[src/serial_port_pkg.sv]
// Purpose: shared constants for the serial port control and baud block
// Assumes: 32-bit Avalon-MM word registers, 8-bit data in the low bits
// Notes:   offsets are byte addresses of aligned words
package serial_port_pkg;
    // ==========================================================
    // register map
    localparam logic [3:0] OFS_TX_CTRL   = 4'h0;
    localparam logic [3:0] OFS_RX_CTRL   = 4'h4;
    localparam logic [3:0] OFS_RATE_CTRL = 4'h8;
    localparam logic [3:0] OFS_DIV_LOW   = 4'hC;
    localparam logic [4:0] OFS_DIV_HIGH  = 5'h10;
    localparam logic [4:0] OFS_RX_DATA   = 5'h14;
    localparam logic [4:0] OFS_TX_DATA   = 5'h18;
    // ==========================================================
    // field positions
    localparam int TX_SYNC_BIT   = 4;
    localparam int TX_BREAK_BIT  = 3;
    localparam int TX_HIGH_BIT   = 2;
    localparam int TX_EMPTY_BIT  = 1;
    localparam int RX_PORT_BIT   = 7;
    localparam int RX_NINE_BIT   = 6;
    localparam int RX_CONT_BIT   = 4;
    localparam int RX_ADDR_BIT   = 3;
    localparam int RX_FRAMING_ERROR_FLAG_BIT   = 2;
    localparam int RX_OVERRUN_ERROR_FLAG_BIT   = 1;
    localparam int RX_D8_BIT     = 0;
    localparam int RC_OVF_BIT    = 7;
    localparam int RC_IDLE_BIT   = 6;
    localparam int RC_WIDE_BIT   = 3;
    localparam int RC_WAKE_BIT   = 1;
    localparam int RC_ABD_BIT    = 0;
    // ==========================================================
    // reset values and writable masks
    localparam logic [7:0] TX_CTRL_RESET = 8'h02;
    localparam logic [7:0] TX_CTRL_WMASK = 8'hFD;
    localparam logic [7:0] RX_CTRL_WMASK = 8'hF8;
    localparam logic [7:0] RC_WMASK      = 8'h3B;
    // ==========================================================
    // divider factors: base clock prescale and autobaud slow-down
    localparam logic [5:0] PRE_SLOW      = 6'h3F;  // 64 - 1
    localparam logic [5:0] PRE_MID       = 6'h0F;  // 16 - 1
    localparam logic [5:0] PRE_FAST      = 6'h03;  // 4 - 1
    localparam logic [2:0] ABD_DIV_LAST  = 3'h7;   // 8 - 1
    localparam logic [2:0] ABD_EDGES     = 3'h5;
    localparam logic [3:0] FRAME_BITS8   = 4'hA;
    localparam logic [3:0] FRAME_BITS9   = 4'hB;
    localparam logic [3:0] SAMPLE_MID    = 4'h7;
    localparam logic [3:0] OVS_LAST      = 4'hF;
endpackage

[src/baud_tick_if.sv]
`timescale 1ns/1ps
// Purpose: carrier between baud timer and port logic
// Assumes: single clock
// Notes:   ctl drives config, timer returns tick only
interface baud_tick_if;
    import serial_port_pkg::*;
    logic [15:0] divisor;
    logic [5:0]  prescale;
    logic        wide;
    logic        restart;
    logic        tick;
    modport ctl (output divisor, prescale, wide, restart, input tick);
    modport tmr (input divisor, prescale, wide, restart, output tick);
endinterface

[src/baud_timer.sv]
`timescale 1ns/1ps
// Purpose: free-running baud timer, prescale then divisor reload
// Assumes: restart clears both stages
// Notes:   tick is one cycle every (pre+1)*(n+1) clocks
module baud_timer
    import serial_port_pkg::*;
(
    input  wire logic sys_clk_i,
    input  wire logic rst_i,
    baud_tick_if.tmr  bt
);
    typedef struct packed {
        logic [5:0]  pre;
        logic [15:0] cnt;
        logic        tick;
    } tmr_state_t;
    tmr_state_t st_r, st_nxt;
    logic [15:0] limit;

    // ==========================================================
    // next state
    always_comb begin
        limit = bt.wide ? bt.divisor : {8'h00, bt.divisor[7:0]};
        st_nxt = st_r;
        st_nxt.tick = 1'b0;
        if (bt.restart) begin
            st_nxt.pre = 6'h00;
            st_nxt.cnt = 16'h0000;
        end else if (st_r.pre >= bt.prescale) begin
            st_nxt.pre = 6'h00;
            if (st_r.cnt >= limit) begin
                st_nxt.cnt  = 16'h0000;
                st_nxt.tick = 1'b1;
            end else begin
                st_nxt.cnt = st_r.cnt + 16'h0001;
            end
        end else begin
            st_nxt.pre = st_r.pre + 6'h01;
        end
    end

    always_ff @(posedge sys_clk_i) begin
        if (rst_i) begin
            st_r <= '0;
        end else begin
            st_r <= st_nxt;
        end
    end
    assign bt.tick = st_r.tick;

    // ==========================================================
    // checks
    a_restart_clears: assert property (@(posedge sys_clk_i) disable iff (rst_i)
        bt.restart |=> st_r.cnt == 16'h0000 && !st_r.tick)
        else $error("timer not cleared by divisor write");
    a_eight_bit_wrap: assert property (@(posedge sys_clk_i) disable iff (rst_i)
        !bt.wide |-> st_r.cnt <= {8'h00, bt.divisor[7:0]} || $changed(bt.divisor))
        else $error("8-bit timer ran past low byte");
endmodule

[src/serial_port_ctrl.sv]
// Chosen here: the Avalon-MM interface to the registers and the address map.
`timescale 1ns/1ps
// Purpose: control, status, baud generation and autobaud of a serial port
// Assumes: Avalon-MM slave, one wait state on every access
// Notes:   datapath kept minimal: 16x oversampled rx, 1x tx, one-char buffer
module serial_port_ctrl
    import serial_port_pkg::*;
(
    input  wire logic        sys_clk_i,
    input  wire logic        rst_i,
    input  wire logic [4:0]  avs_address_i,
    input  wire logic        avs_read_i,
    input  wire logic        avs_write_i,
    input  wire logic [31:0] avs_writedata_i,
    output logic      [31:0] avs_readdata_o,
    output logic             avs_waitrequest_o,
    input  wire logic        rx_i,
    output logic             tx_o,
    output logic             rx_flag_o
);
    typedef enum logic [1:0] {ABD_OFF, ABD_WAIT, ABD_COUNT} abd_t;
    typedef struct packed {
        logic [7:0]  txc;
        logic [7:0]  rxc;
        logic [7:0]  rc;
        logic [15:0] div;
        logic [8:0]  rx_buf;
        logic        rx_full;
        logic        rx_framing_error_flag;
        logic        rx_act;
        logic [3:0]  rx_ovs;
        logic [3:0]  rx_bit;
        logic [8:0]  rx_sh;
        logic        rx_prev;
        logic [9:0]  tx_sh;
        logic [3:0]  tx_cnt;
        logic        tx_pend;
        logic [7:0]  tx_hold;
        logic        tx_brk;
        abd_t        abd;
        logic [2:0]  abd_edges;
        logic [2:0]  abd_div;
        logic [5:0]  abd_pre;
        logic        ack;
        logic [31:0] rdata;
        logic        tx;
    } ctl_state_t;
    ctl_state_t st_r, st_nxt;

    baud_tick_if bt();
    logic sync_m, high_sel, wide_sel, port_on, rx_rise, rx_fall;
    logic bus_wr, bus_rd, div_wr, rx_done, take;
    logic [15:0] div_next;

    // ==========================================================
    // baud timer
    baud_timer u_timer (
        .sys_clk_i (sys_clk_i),
        .rst_i     (rst_i),
        .bt        (bt)
    );

    // mode decode; sync ignores speed select
    always_comb begin
        sync_m   = st_r.txc[TX_SYNC_BIT];
        high_sel = st_r.txc[TX_HIGH_BIT] && !sync_m;
        wide_sel = st_r.rc[RC_WIDE_BIT];
        port_on  = st_r.rxc[RX_PORT_BIT];
        if (sync_m || (wide_sel && high_sel)) begin
            bt.prescale = PRE_FAST;
        end else if (wide_sel || high_sel) begin
            bt.prescale = PRE_MID;
        end else begin
            bt.prescale = PRE_SLOW;
        end
        bt.divisor = st_r.div;
        bt.wide    = wide_sel;
    end

    // async timer tick is 16x oversample, so rate tables hold per bit
    // a request takes effect only at the edge that answers it
    assign bus_wr  = avs_write_i && !avs_waitrequest_o;
    assign bus_rd  = avs_read_i && !avs_waitrequest_o;
    assign div_wr  = bus_wr && (avs_address_i == {1'b0, OFS_DIV_LOW} || avs_address_i == OFS_DIV_HIGH);
    assign bt.restart = div_wr || !port_on || st_r.abd != ABD_OFF;
    assign rx_rise = rx_i && !st_r.rx_prev;
    assign rx_fall = !rx_i && st_r.rx_prev;
    assign rx_done = st_r.rx_act && bt.tick && st_r.rx_ovs == SAMPLE_MID
                     && st_r.rx_bit == (st_r.rxc[RX_NINE_BIT] ? FRAME_BITS9 : FRAME_BITS8) - 4'h1;

    // ==========================================================
    // next state: bus, receiver, transmitter, autobaud
    always_comb begin
        st_nxt = st_r;
        st_nxt.ack = 1'b0;
        st_nxt.rx_prev = rx_i;
        div_next = st_r.div;
        take = 1'b0;
        // bus writes to control, divisor and transmit data registers
        if (bus_wr) begin
            unique case (avs_address_i)
                {1'b0, OFS_TX_CTRL}: st_nxt.txc = (avs_writedata_i[7:0] & TX_CTRL_WMASK)
                                                  | (st_r.txc & ~TX_CTRL_WMASK);
                {1'b0, OFS_RX_CTRL}: st_nxt.rxc = (avs_writedata_i[7:0] & RX_CTRL_WMASK)
                                                  | (st_r.rxc & ~RX_CTRL_WMASK);
                {1'b0, OFS_RATE_CTRL}: st_nxt.rc = (avs_writedata_i[7:0] & RC_WMASK)
                                                   | (st_r.rc & ~RC_WMASK);
                {1'b0, OFS_DIV_LOW}: div_next[7:0] = avs_writedata_i[7:0];
                OFS_DIV_HIGH:        div_next[15:8] = avs_writedata_i[7:0];
                OFS_TX_DATA: begin
                    st_nxt.tx_hold = avs_writedata_i[7:0];
                    st_nxt.tx_pend = 1'b1;
                end
                default: ;
            endcase
        end
        st_nxt.div = div_next;
        // a cleared receive enable clears overrun
        if (!st_nxt.rxc[RX_CONT_BIT]) begin
            st_nxt.rxc[RX_OVERRUN_ERROR_FLAG_BIT] = 1'b0;
        end
        // data read releases buffer; next byte refreshes framing flag
        if (bus_rd && avs_address_i == OFS_RX_DATA) begin
            st_nxt.rx_full = 1'b0;
        end
        // receiver, 16x oversampled
        if (st_r.abd == ABD_OFF && !st_r.rc[RC_WAKE_BIT] && st_r.rxc[RX_CONT_BIT]
            && !st_r.rxc[RX_OVERRUN_ERROR_FLAG_BIT]) begin
            if (!st_r.rx_act && rx_fall) begin
                st_nxt.rx_act = 1'b1;
                st_nxt.rx_ovs = 4'h0;
                st_nxt.rx_bit = 4'h0;
            end else if (st_r.rx_act && bt.tick) begin
                st_nxt.rx_ovs = st_r.rx_ovs + 4'h1;
                if (st_r.rx_ovs == SAMPLE_MID) begin
                    st_nxt.rx_bit = st_r.rx_bit + 4'h1;
                    if (st_r.rx_bit != 4'h0 && !rx_done) begin
                        st_nxt.rx_sh = {rx_i, st_r.rx_sh[8:1]};
                    end
                end
            end
        end
        if (rx_done) begin
            st_nxt.rx_act = 1'b0;
            // nine-bit character is aligned; eight-bit one shifted down
            if (!st_r.rxc[RX_NINE_BIT] || !st_r.rxc[RX_ADDR_BIT] || st_r.rx_sh[8]) begin
                take = 1'b1;
            end
            if (take && st_r.rx_full && !(bus_rd && avs_address_i == OFS_RX_DATA)) begin
                st_nxt.rxc[RX_OVERRUN_ERROR_FLAG_BIT] = 1'b1;
            end else if (take) begin
                st_nxt.rx_buf  = st_r.rxc[RX_NINE_BIT] ? st_r.rx_sh : {1'b0, st_r.rx_sh[8:1]};
                st_nxt.rx_full = 1'b1;
                st_nxt.rx_framing_error_flag = !rx_i;
            end
        end
        // wake on falling edge, no character received
        if (st_r.rc[RC_WAKE_BIT] && rx_fall && !sync_m) begin
            st_nxt.rx_full = 1'b1;
            st_nxt.rc[RC_WAKE_BIT] = 1'b0;
        end
        // transmitter, one shift per 16 ticks
        if (st_r.tx_cnt == 4'h0 && (st_r.tx_pend || st_r.txc[TX_BREAK_BIT])) begin
            st_nxt.tx_brk  = st_r.txc[TX_BREAK_BIT] && !sync_m;
            st_nxt.tx_sh   = st_nxt.tx_brk ? 10'h200 : {1'b1, st_r.tx_hold, 1'b0};
            st_nxt.tx_cnt  = FRAME_BITS8;
            st_nxt.tx_pend = st_nxt.tx_brk ? st_r.tx_pend : 1'b0;
            st_nxt.rx_ovs  = st_r.rx_act ? st_nxt.rx_ovs : 4'h0;
        end else if (st_r.tx_cnt != 4'h0 && bt.tick && st_r.rx_ovs == OVS_LAST) begin
            st_nxt.tx    = st_r.tx_sh[0];
            st_nxt.tx_sh = {1'b1, st_r.tx_sh[9:1]};
            st_nxt.tx_cnt = st_r.tx_cnt - 4'h1;
            if (st_r.tx_cnt == 4'h1 && st_r.tx_brk) begin
                st_nxt.txc[TX_BREAK_BIT] = 1'b0;
                st_nxt.tx_brk = 1'b0;
            end
        end
        if (!st_r.rx_act && bt.tick) begin
            st_nxt.rx_ovs = st_r.rx_ovs + 4'h1;
        end
        st_nxt.txc[TX_EMPTY_BIT] = st_nxt.tx_cnt == 4'h0;
        // autobaud: wait first rising edge, count to fifth
        unique case (st_r.abd)
            ABD_OFF: begin
                if (st_nxt.rc[RC_ABD_BIT] && !st_r.rc[RC_ABD_BIT] && !sync_m) begin
                    st_nxt.abd = ABD_WAIT;
                end
            end
            ABD_WAIT: begin
                if (rx_rise) begin
                    st_nxt.abd       = ABD_COUNT;
                    st_nxt.div       = 16'h0001;
                    st_nxt.abd_edges = 3'h1;
                    st_nxt.abd_div   = 3'h0;
                    st_nxt.abd_pre   = 6'h00;
                end
            end
            ABD_COUNT: begin
                // timer is held here, so the base clock prescale is counted locally
                if (st_r.abd_pre >= bt.prescale) begin
                    st_nxt.abd_pre = 6'h00;
                    st_nxt.abd_div = st_r.abd_div + 3'h1;
                    if (st_r.abd_div == ABD_DIV_LAST) begin
                        st_nxt.div = st_r.div + 16'h0001;
                        if (st_r.div == 16'hFFFF) begin
                            st_nxt.rc[RC_OVF_BIT] = 1'b1;
                        end
                    end
                end else begin
                    st_nxt.abd_pre = st_r.abd_pre + 6'h01;
                end
                if (rx_rise) begin
                    st_nxt.abd_edges = st_r.abd_edges + 3'h1;
                    if (st_r.abd_edges + 3'h1 == ABD_EDGES) begin
                        st_nxt.abd = ABD_OFF;
                        st_nxt.div = st_r.div;
                        st_nxt.rc[RC_ABD_BIT] = 1'b0;
                        st_nxt.rx_full = 1'b1;
                    end
                end
            end
        endcase
        if (st_nxt.abd != ABD_OFF && !st_nxt.rc[RC_ABD_BIT]) begin
            st_nxt.abd = ABD_OFF;
        end
        st_nxt.rc[RC_IDLE_BIT] = !st_nxt.rx_act;
        // read answer, one wait state
        if ((avs_read_i || avs_write_i) && !st_r.ack) begin
            st_nxt.ack = 1'b1;
            unique case (avs_address_i)
                {1'b0, OFS_TX_CTRL}:   st_nxt.rdata = {24'h0, st_r.txc};
                {1'b0, OFS_RX_CTRL}:   st_nxt.rdata = {24'h0, st_r.rxc[7:3], st_r.rx_framing_error_flag,
                                                       st_r.rxc[RX_OVERRUN_ERROR_FLAG_BIT], st_r.rx_buf[8]};
                {1'b0, OFS_RATE_CTRL}: st_nxt.rdata = {24'h0, st_r.rc};
                {1'b0, OFS_DIV_LOW}:   st_nxt.rdata = {24'h0, st_r.div[7:0]};
                OFS_DIV_HIGH:          st_nxt.rdata = {24'h0, st_r.div[15:8]};
                OFS_RX_DATA:           st_nxt.rdata = {24'h0, st_r.rx_buf[7:0]};
                default:               st_nxt.rdata = 32'h0;
            endcase
        end
        // port disable resets the port
        if (!st_nxt.rxc[RX_PORT_BIT]) begin
            st_nxt.rx_full = 1'b0;
            st_nxt.rx_framing_error_flag = 1'b0;
            st_nxt.rx_act  = 1'b0;
            st_nxt.rxc[RX_OVERRUN_ERROR_FLAG_BIT] = 1'b0;
            st_nxt.tx_cnt  = 4'h0;
            st_nxt.tx_pend = 1'b0;
            st_nxt.tx      = 1'b1;
            st_nxt.txc[TX_EMPTY_BIT] = 1'b1;
        end
    end

    always_ff @(posedge sys_clk_i) begin
        if (rst_i) begin
            st_r <= '0;
            st_r.txc <= TX_CTRL_RESET;
            st_r.rc[RC_IDLE_BIT] <= 1'b1;
            st_r.tx <= 1'b1;
            st_r.rx_prev <= 1'b1;
        end else begin
            st_r <= st_nxt;
        end
    end

    assign avs_readdata_o    = st_r.rdata;
    assign avs_waitrequest_o = !st_r.ack;
    assign tx_o              = st_r.tx;
    assign rx_flag_o         = st_r.rx_full;

    // ==========================================================
    // checks
    a_div_write_restart: assert property (@(posedge sys_clk_i) disable iff (rst_i)
        div_wr |-> bt.restart)
        else $error("divisor write did not restart timer");
    a_async_slow_pre: assert property (@(posedge sys_clk_i) disable iff (rst_i)
        !sync_m && !wide_sel && !high_sel |-> bt.prescale == PRE_SLOW)
        else $error("wrong low speed prescale");
    a_wide_slow_pre: assert property (@(posedge sys_clk_i) disable iff (rst_i)
        !sync_m && (wide_sel ^ high_sel) |-> bt.prescale == PRE_MID)
        else $error("wrong mid prescale");
    a_sync_fast_pre: assert property (@(posedge sys_clk_i) disable iff (rst_i)
        sync_m |-> bt.prescale == PRE_FAST && !high_sel)
        else $error("sync mode not fast");
    a_wide_high_pre: assert property (@(posedge sys_clk_i) disable iff (rst_i)
        !sync_m && wide_sel && high_sel |-> bt.prescale == PRE_FAST)
        else $error("wide high speed prescale wrong");
    a_overrun_error_flag_clear: assert property (@(posedge sys_clk_i) disable iff (rst_i)
        !st_r.rxc[RX_CONT_BIT] |-> !st_r.rxc[RX_OVERRUN_ERROR_FLAG_BIT])
        else $error("overrun held without receive enable");
    a_wake_clears: assert property (@(posedge sys_clk_i) disable iff (rst_i)
        st_r.rc[RC_WAKE_BIT] && rx_fall && !sync_m && port_on |=> !st_r.rc[RC_WAKE_BIT] && st_r.rx_full)
        else $error("wake edge not handled");
    a_abd_finish: assert property (@(posedge sys_clk_i) disable iff (rst_i)
        st_r.abd == ABD_COUNT && rx_rise && st_r.abd_edges == 3'h4 && port_on
        |=> !st_r.rc[RC_ABD_BIT] && st_r.rx_full && $stable(st_r.div))
        else $error("autobaud fifth edge not handled");
    a_empty_flag: assert property (@(posedge sys_clk_i) disable iff (rst_i)
        st_r.txc[TX_EMPTY_BIT] == (st_r.tx_cnt == 4'h0))
        else $error("shift empty flag wrong");
    a_break_clear: assert property (@(posedge sys_clk_i) disable iff (rst_i)
        st_r.tx_brk && st_r.tx_cnt == 4'h1 && bt.tick && st_r.rx_ovs == OVS_LAST && port_on
        |=> !st_r.txc[TX_BREAK_BIT])
        else $error("break bit not cleared");
    c_rx_char: cover property (@(posedge sys_clk_i) rx_done && take);
    c_abd_done: cover property (@(posedge sys_clk_i) st_r.abd == ABD_COUNT ##1 st_r.abd == ABD_OFF);
    c_overrun: cover property (@(posedge sys_clk_i) $rose(st_r.rxc[RX_OVERRUN_ERROR_FLAG_BIT]));
endmodule

[config.mk]
export PLATFORM = sky130hd
export DESIGN_NAME = serial_port_ctrl
export DESIGN_NICKNAME = d
export VERILOG_FILES = /design/src/serial_port_pkg.sv /design/src/baud_tick_if.sv /design/src/baud_timer.sv /design/src/serial_port_ctrl.sv
export SDC_FILE = /design/constraint.sdc
export NUM_CORES = 1
export LEC_CHECK = 0
export BUFFER_PORTS_ARGS = -buffer_cell sky130_fd_sc_hd__buf_4
export CAP_MARGIN = 25
export CORE_MARGIN = 5
export CORE_UTILIZATION = 50
export DETAILED_ROUTE_END_ITERATION = 8
export PLACE_DENSITY = 0.71
export SLEW_MARGIN = 25
export SYNTH_ARGS = -nofsm -noshare
export SYNTH_HDL_FRONTEND = slang
export SYNTH_HIERARCHICAL = 1
export SYNTH_SLANG_ARGS = --single-unit
[constraint.sdc]
create_clock -name sys_clk_i -period 4.7 [get_ports sys_clk_i]
set_input_delay 0.94 -clock sys_clk_i [delete_from_list [all_inputs] [get_ports sys_clk_i]]
set_output_delay 0.94 -clock sys_clk_i [all_outputs]
set_load 0.1 [all_outputs]
# After elaboration in Yosys (flattened, before gate mapping)

Index checks and enable logic that the tools add are counted.

Flip-flop bits (word level): 165
Bits of input ports: 42
Output and inout bits: 35
Word-level logic and storage cells: 233

$add $sub $neg: 10
Magnitude comparators: 3
Eq/ne operators: 20
Mux-type cells: 71
Bitwise operators: 8
Reductions and logical operators: 88

Operator list:

| kind                                           | count |
|---|---|
| 2-to-1 mux 16 bit                              | 6 |
| 2-to-1 mux 9 bit                               | 6 |
| 2-to-1 mux 17 bit                              | 3 |
| one-hot mux 8 bit (6 select lines)             | 1 |
| 2-to-1 mux 14 bit                              | 3 |
| 2-to-1 mux 8 bit                               | 5 |
| 2-to-1 mux 33 bit                              | 1 |
| adder 16 x 1 -> 16 bit (second input constant) | 2 |
| one-hot mux 16 bit (2 select lines)            | 1 |
| logical AND 1 bit                              | 30 |
| 2-to-1 mux 1 bit                               | 26 |
| one-hot mux 12 bit (2 select lines)            | 1 |
| 2-to-1 mux 20 bit                              | 1 |
| 2-to-1 mux 18 bit                              | 1 |
| 2-to-1 mux 6 bit                               | 3 |
| nonzero test 2 bit                             | 9 |
| equality test 16 bit (second input constant)   | 1 |
| >= comparator 16 bit                           | 1 |
| 2-to-1 mux 4 bit                               | 4 |
| equality test 5 bit (second input constant)    | 3 |
| zero test 1 bit                                | 15 |
| AND reduction 3 bit                            | 5 |
| AND reduction 2 bit                            | 7 |
| 2-to-1 mux 13 bit                              | 1 |
| 32 further kinds                               | 64 |

# Depth between registers and ports, before layout

Depth after elaboration: 16
Depth in mapped cells: 11
Mapped depth without buffers: 9

# Modules after synthesis

Netlist, hierarchy kept.

Modules (own cells, without submodules):

| module           | times used | cells each | area each (um^2) | sequential area each (um^2) |
|---|---|---|---|---|
| serial_port_ctrl | 1          | 750        | 6,288.5          | 2,302.2 |
| baud_timer       | 1          | 190        | 1,650.3          | 460.4 |

# Worst setup path before layout

No wires, ideal clock.

Path type: input -> register
Start point: input avs_address_i[4]
End point: register u_timer/st_r[1] (netlist name)
Setup time: 0.133 ns
Arrival time: 2.480 ns
Required time: 4.567 ns
Setup slack: 2.086 ns
Stages: 8
Path buffers: 3
Path through: buf_2 > and2b_1 > nand4_2 > nand4_1 > or2_2 > buf_1 > clkbuf_1 > nor3_1

Longest elaborated chain between the ends: 6
Elaborated cells between the ends (all ways): 7
Those cells by class: 2 x eq/ne; 5 x reduce/logical

RTL lines:

| element                                                                    | line                   | text |
|---|---|---|
| from (decl)                                                                | serial_port_ctrl.sv:11 | `input wire logic [4:0] avs_address_i,` |
| equality test 5 x 4 -> 1 bit / equality test 5 bit (equally long branches) | serial_port_ctrl.sv:84 | `assign div_wr = bus_wr && (avs_address_i == {1'b0, OFS_DIV_LOW} \|\| avs_address_i == OFS_DIV_HIGH);` |
| logical OR 1 bit (*)                                                       | serial_port_ctrl.sv:84 |  |
| logical AND 1 bit (*)                                                      | serial_port_ctrl.sv:84 |  |
| logical OR 1 bit (*) (2 in a row)                                          | serial_port_ctrl.sv:85 | `assign bt.restart = div_wr \|\| !port_on \|\| st_r.abd != ABD_OFF;` |
| via bt.restart                                                             | baud_tick_if.sv:10     | `logic restart;` |
| OR reduction 2 bit (no line) (*)                                           | -                      |  |
| to (signal assigned)                                                       | baud_timer.sv:46       | `st_r <= st_nxt;` |
| to (decl)                                                                  | baud_timer.sv:17       | `tmr_state_t st_r, st_nxt;` |

Mark *: on every way through the listed nets, which the timed path passes. The rest lies on a longest branch.
A chain may end at the register's enable or synchronous reset.

# Final worst setup path

Start point: register st_r, in the netlist bt.wide
End point: register u_timer.st_r, in the netlist u_timer/bt.tick

Longest elaborated chain between the ends: 6
Elaborated cells between the ends (all ways): 11
Those cells by class: 2 x order compare; 4 x mux; 1 x bitwise; 4 x reduce/logical

RTL lines:

| element                                                      | line                                           | text |
|---|---|---|
| from (decl)                                                  | serial_port_ctrl.sv:48                         | `ctl_state_t st_r, st_nxt;` |
| from (signal assigned)                                       | serial_port_ctrl.sv:262                        | `st_r <= st_nxt;` |
| logical OR 1 bit / logical AND 1 bit (equally long branches) | serial_port_ctrl.sv:71, serial_port_ctrl.sv:69 |  |
| 2-to-1 mux 6 bit / logical OR 1 bit (equally long branches)  | serial_port_ctrl.sv:71, serial_port_ctrl.sv:69 |  |
| 2-to-1 mux 6 bit (*)                                         | serial_port_ctrl.sv:69                         | `if (sync_m \|\| (wide_sel && high_sel)) begin` |
| via bt.prescale[4]                                           | baud_tick_if.sv:8                              | `logic [5:0] prescale;` |
| >= comparator 6 bit (*)                                      | baud_timer.sv:29                               | `end else if (st_r.pre >= bt.prescale) begin` |
| NOT 1 bit (no line) (*)                                      | -                                              |  |
| OR reduction 3 bit (no line) (*)                             | -                                              |  |

Marked as above.

==> metrics.yaml <==
netSwitchingFraction_pct: 27.72
fin_skew_ns: 0.008065
hp-start: "st_r[42]$_SDFFE_PP0P_"
cts_tree: "done"
critPathKind: "flip-flop to flip-flop"
cts_buffer_depth: 2
yosysSeqAreaShare_pct: 34.80
finalCritPeriodShare_pct: 60.88
drive_above_1_share_pct: 10.92
critPathLaunchType: "flip-flop"
r2r_start: "bt.wide$_SDFFE_PP0P_"
die_y_microns: 136.0
antenna_left: 0
yosys_most_used_dff: "dfxtp_1"
tns_ns: 0
fillCellCount: 1452
crit_fanout: 37
core_sq_um: 15710
die_area_sq_um: 18500
total_power_mw: 2.787
r2r_slack_ns: 1.84
yosys-top-cells-count: "dfxtp_1, nor2_1, nand2_1"
overflow: 0
synth_cell_types: 82
synth_area_leaders: "dfxtp_1, mux2i_1, ha_1"
cp.required_ns: 5.00
power_switching_uw: 772.8
postCtsSetupRepairBufs: 0
io_pins: 77
htreeDepth: 4
drt_iter0_drc: 594
hold_path_class: "flip-flop to flip-flop"
start_util_pct: 50.53
synth_edf_count: 0
p_comb_share_pct: 7.9
min_to: "st_r[42]$_SDFFE_PP0P_"
yosysTopAreaCell: "dfxtp_1"
num-nets-final: 1023
placed_area_sq_um: 8085
syn_inst: 940
postCtsResizedCells: 0
antenna_found_initial: 0
ff2ff_path_depth: 9
numCtsBuffers: 17
vdd_drop_max_v: 0.0002739
slew_headroom_pct: 32.98
fmax_ghz: 0.3495
period_needed_ns: 2.861
num_rows: 46
wl_per_cell_microns: 16.10
maxCapViolCount: 0
powerDensity_nw_per_um2: 320.6
die_x_microns: 136.0
hold_buffers: 0
path_clk_slew_ns: 0.06
cts.sinks: 138
grt_usage_pct: 20.51
grt_max_degree: 97
synth-seq-cells: 138
p_int_mw: 2.015
seq_area_sq_um: 2763
finalWirelength_microns: 18810
routed-via-count: 6740
drc: 0
clk_latency_ns: 0.43
grt_pass1_vias: 6107
worst_pin_slew_ns: 1.005
grt_pass1_wl_microns: 30480
async_flop_share_pct: 0
place_inst: 1136
gp_congestion: 0.9564
final_cells: 1168
final-setup-viol-count: 0
fin_area_sq_um: 8693
hold_viol: 0
synth_top_area_share_pct: 34.80
worst_r2r_endpoint: "u_timer/bt.tick$_SDFF_PP0_"
cp-end-kind: "flip-flop"
port_buffers: 28
slew_violations: 0
viasPerCell: 5.771
drt_first_pass_iters: 5
hold_depth: 2
leakagePower_nw: 3.374
synth_area_sq_um: 7939
root_buffer: "clkbuf_16"
status: "finished, final reports clean"
multiInputGateArea_sq_um: 4673
worstPathArrival_ns: 3.16
clkPwrFrac_pct: 49.6
antennaDiodeCount: 0
p_seq_share_pct: 42.4
synthToLayoutAreaGrowth_pct: 9.504
yosys_warnings: 6
yosysMostFrequentCell: "dfxtp_1"
avgSynthCellArea_sq_um: 8.446
rsz0062_at_grt: "no"
dp_hpwl_microns: 13170
-- power by group through the flow --
stage          logic (mW)  clock network, mW  registers, mW
2_1_floorplan       0.201                  0           1.21
3_3_place_gp        0.219                  0           1.21
3_5_place_dp        0.219                  0           1.21
4_1_cts             0.220               1.41           1.18
5_1_grt             0.230               1.46           1.18
6_report            0.221               1.38           1.18
-- area by class of cell --
class	count	area share, %
clock buffer	17	4.893
clock inverter	15	2.101
inverter	39	1.684
multi-input combinational	712	53.76
sequential	138	31.78
tap	216	3.109
timing repair buffer	31	2.677
-- worst max-delay path by stage --
| stage | from | endpoint | slack, ns | cells past startpoint |
|---|---|---|---|---|
| 6_report | bt.wide$_SDFFE_PP0P_ | u_timer/bt.tick$_SDFF_PP0_ | 1.84 | 9 |
| 4_1_cts | bt.wide$_SDFFE_PP0P_ | u_timer/bt.tick$_SDFF_PP0_ | 1.82 | 9 |
| 5_1_grt | bt.wide$_SDFFE_PP0P_ | u_timer/bt.tick$_SDFF_PP0_ | 1.65 | 9 |
| 3_3_place_gp | avs_address_i[3] | st_r[91]$_SDFFE_PP0P_ | 1.43 | 7 |
| 3_5_place_dp | avs_address_i[3] | st_r[95]$_SDFFE_PP0P_ | 1.57 | 8 |
| 2_1_floorplan | avs_address_i[4] | u_timer/st_r[1]$_SDFFE_PP0P_ | 2.09 | 8 |
-- sequential cells by signal, indices dropped and copies added, names as in the netlist --
name             cells
avs_readdata_o       8
bt.divisor          16
bt.wide              1
port_on              1
rx_flag_o            1
st_r                87
tx_o                 1
u_timer/bt.tick      1
u_timer/st_r        22
-- cell families after synthesis --
group,Yosys count,share of synthesized area (%)
flip-flops,138,34.80
multiplexers,69,8.905
AO/OA/AOI/OAI,192,16.33
XOR/XNOR,11,1.214
adder cells (fa/ha/maj),42,6.619
AND/OR/NAND/NOR,372,24.57
other,2,0.09460
buffers and inverters,114,7.470
-- per-stage QoR --
step                hold slack (ns)  setup WS [ns]  utilization [%]
floorplan                    0.4320          2.086                -
finish                       0.4609          1.839            55.33
CTS                          0.4608          1.823            55.33
detailed placement           0.4525          1.569            51.46
global route                 0.4803          1.654            55.33
global placement             0.4431          1.433            51.41
-- worst max-delay path, stage by stage (launching register included) --
cell     delay, ns
dfxtp_1       0.47
or3_1         0.47
inv_1         0.09
inv_1         0.04
ha_1          0.28
o21a_1        0.17
a21oi_1       0.14
o21a_2        0.54
a31oi_4       0.21
and2_1        0.30
-- layout by cell type (no fill, tap or decap), drive strengths merged, types with 4 or more instances in the layout --
cell type and instances:
and2 6, o22ai 4, a31oi 14, xor2 6, a211oi 19, nor2 104, nand3 43, conb 26
nand4 20, inv 47, dfxtp 138, nor2b 12, buf 31, nand2b 8, and3b 4, o31ai 11
and4 5, nor3 37, nand3b 5, o21a 7, mux2i 59, or2 7, ha 42, and3 10
nand2 77, nor3b 4, a21oi 43, or3 10, a2111oi 4, or4 12, a22oi 18, clkbuf 17
xnor2 5, mux2 10, o21ai 39, a221oi 5
-- layer usage --
metal,track usage (%),share of wire [%],vias up
met5,0,0,-
met4,8.231,2.4,0
met3,4.219,5.5,29
met2,31.67,44,195
met1,28.03,48,3164
li1,-,-,3352
No activity file was read; power rests on OpenSTA's default activity.
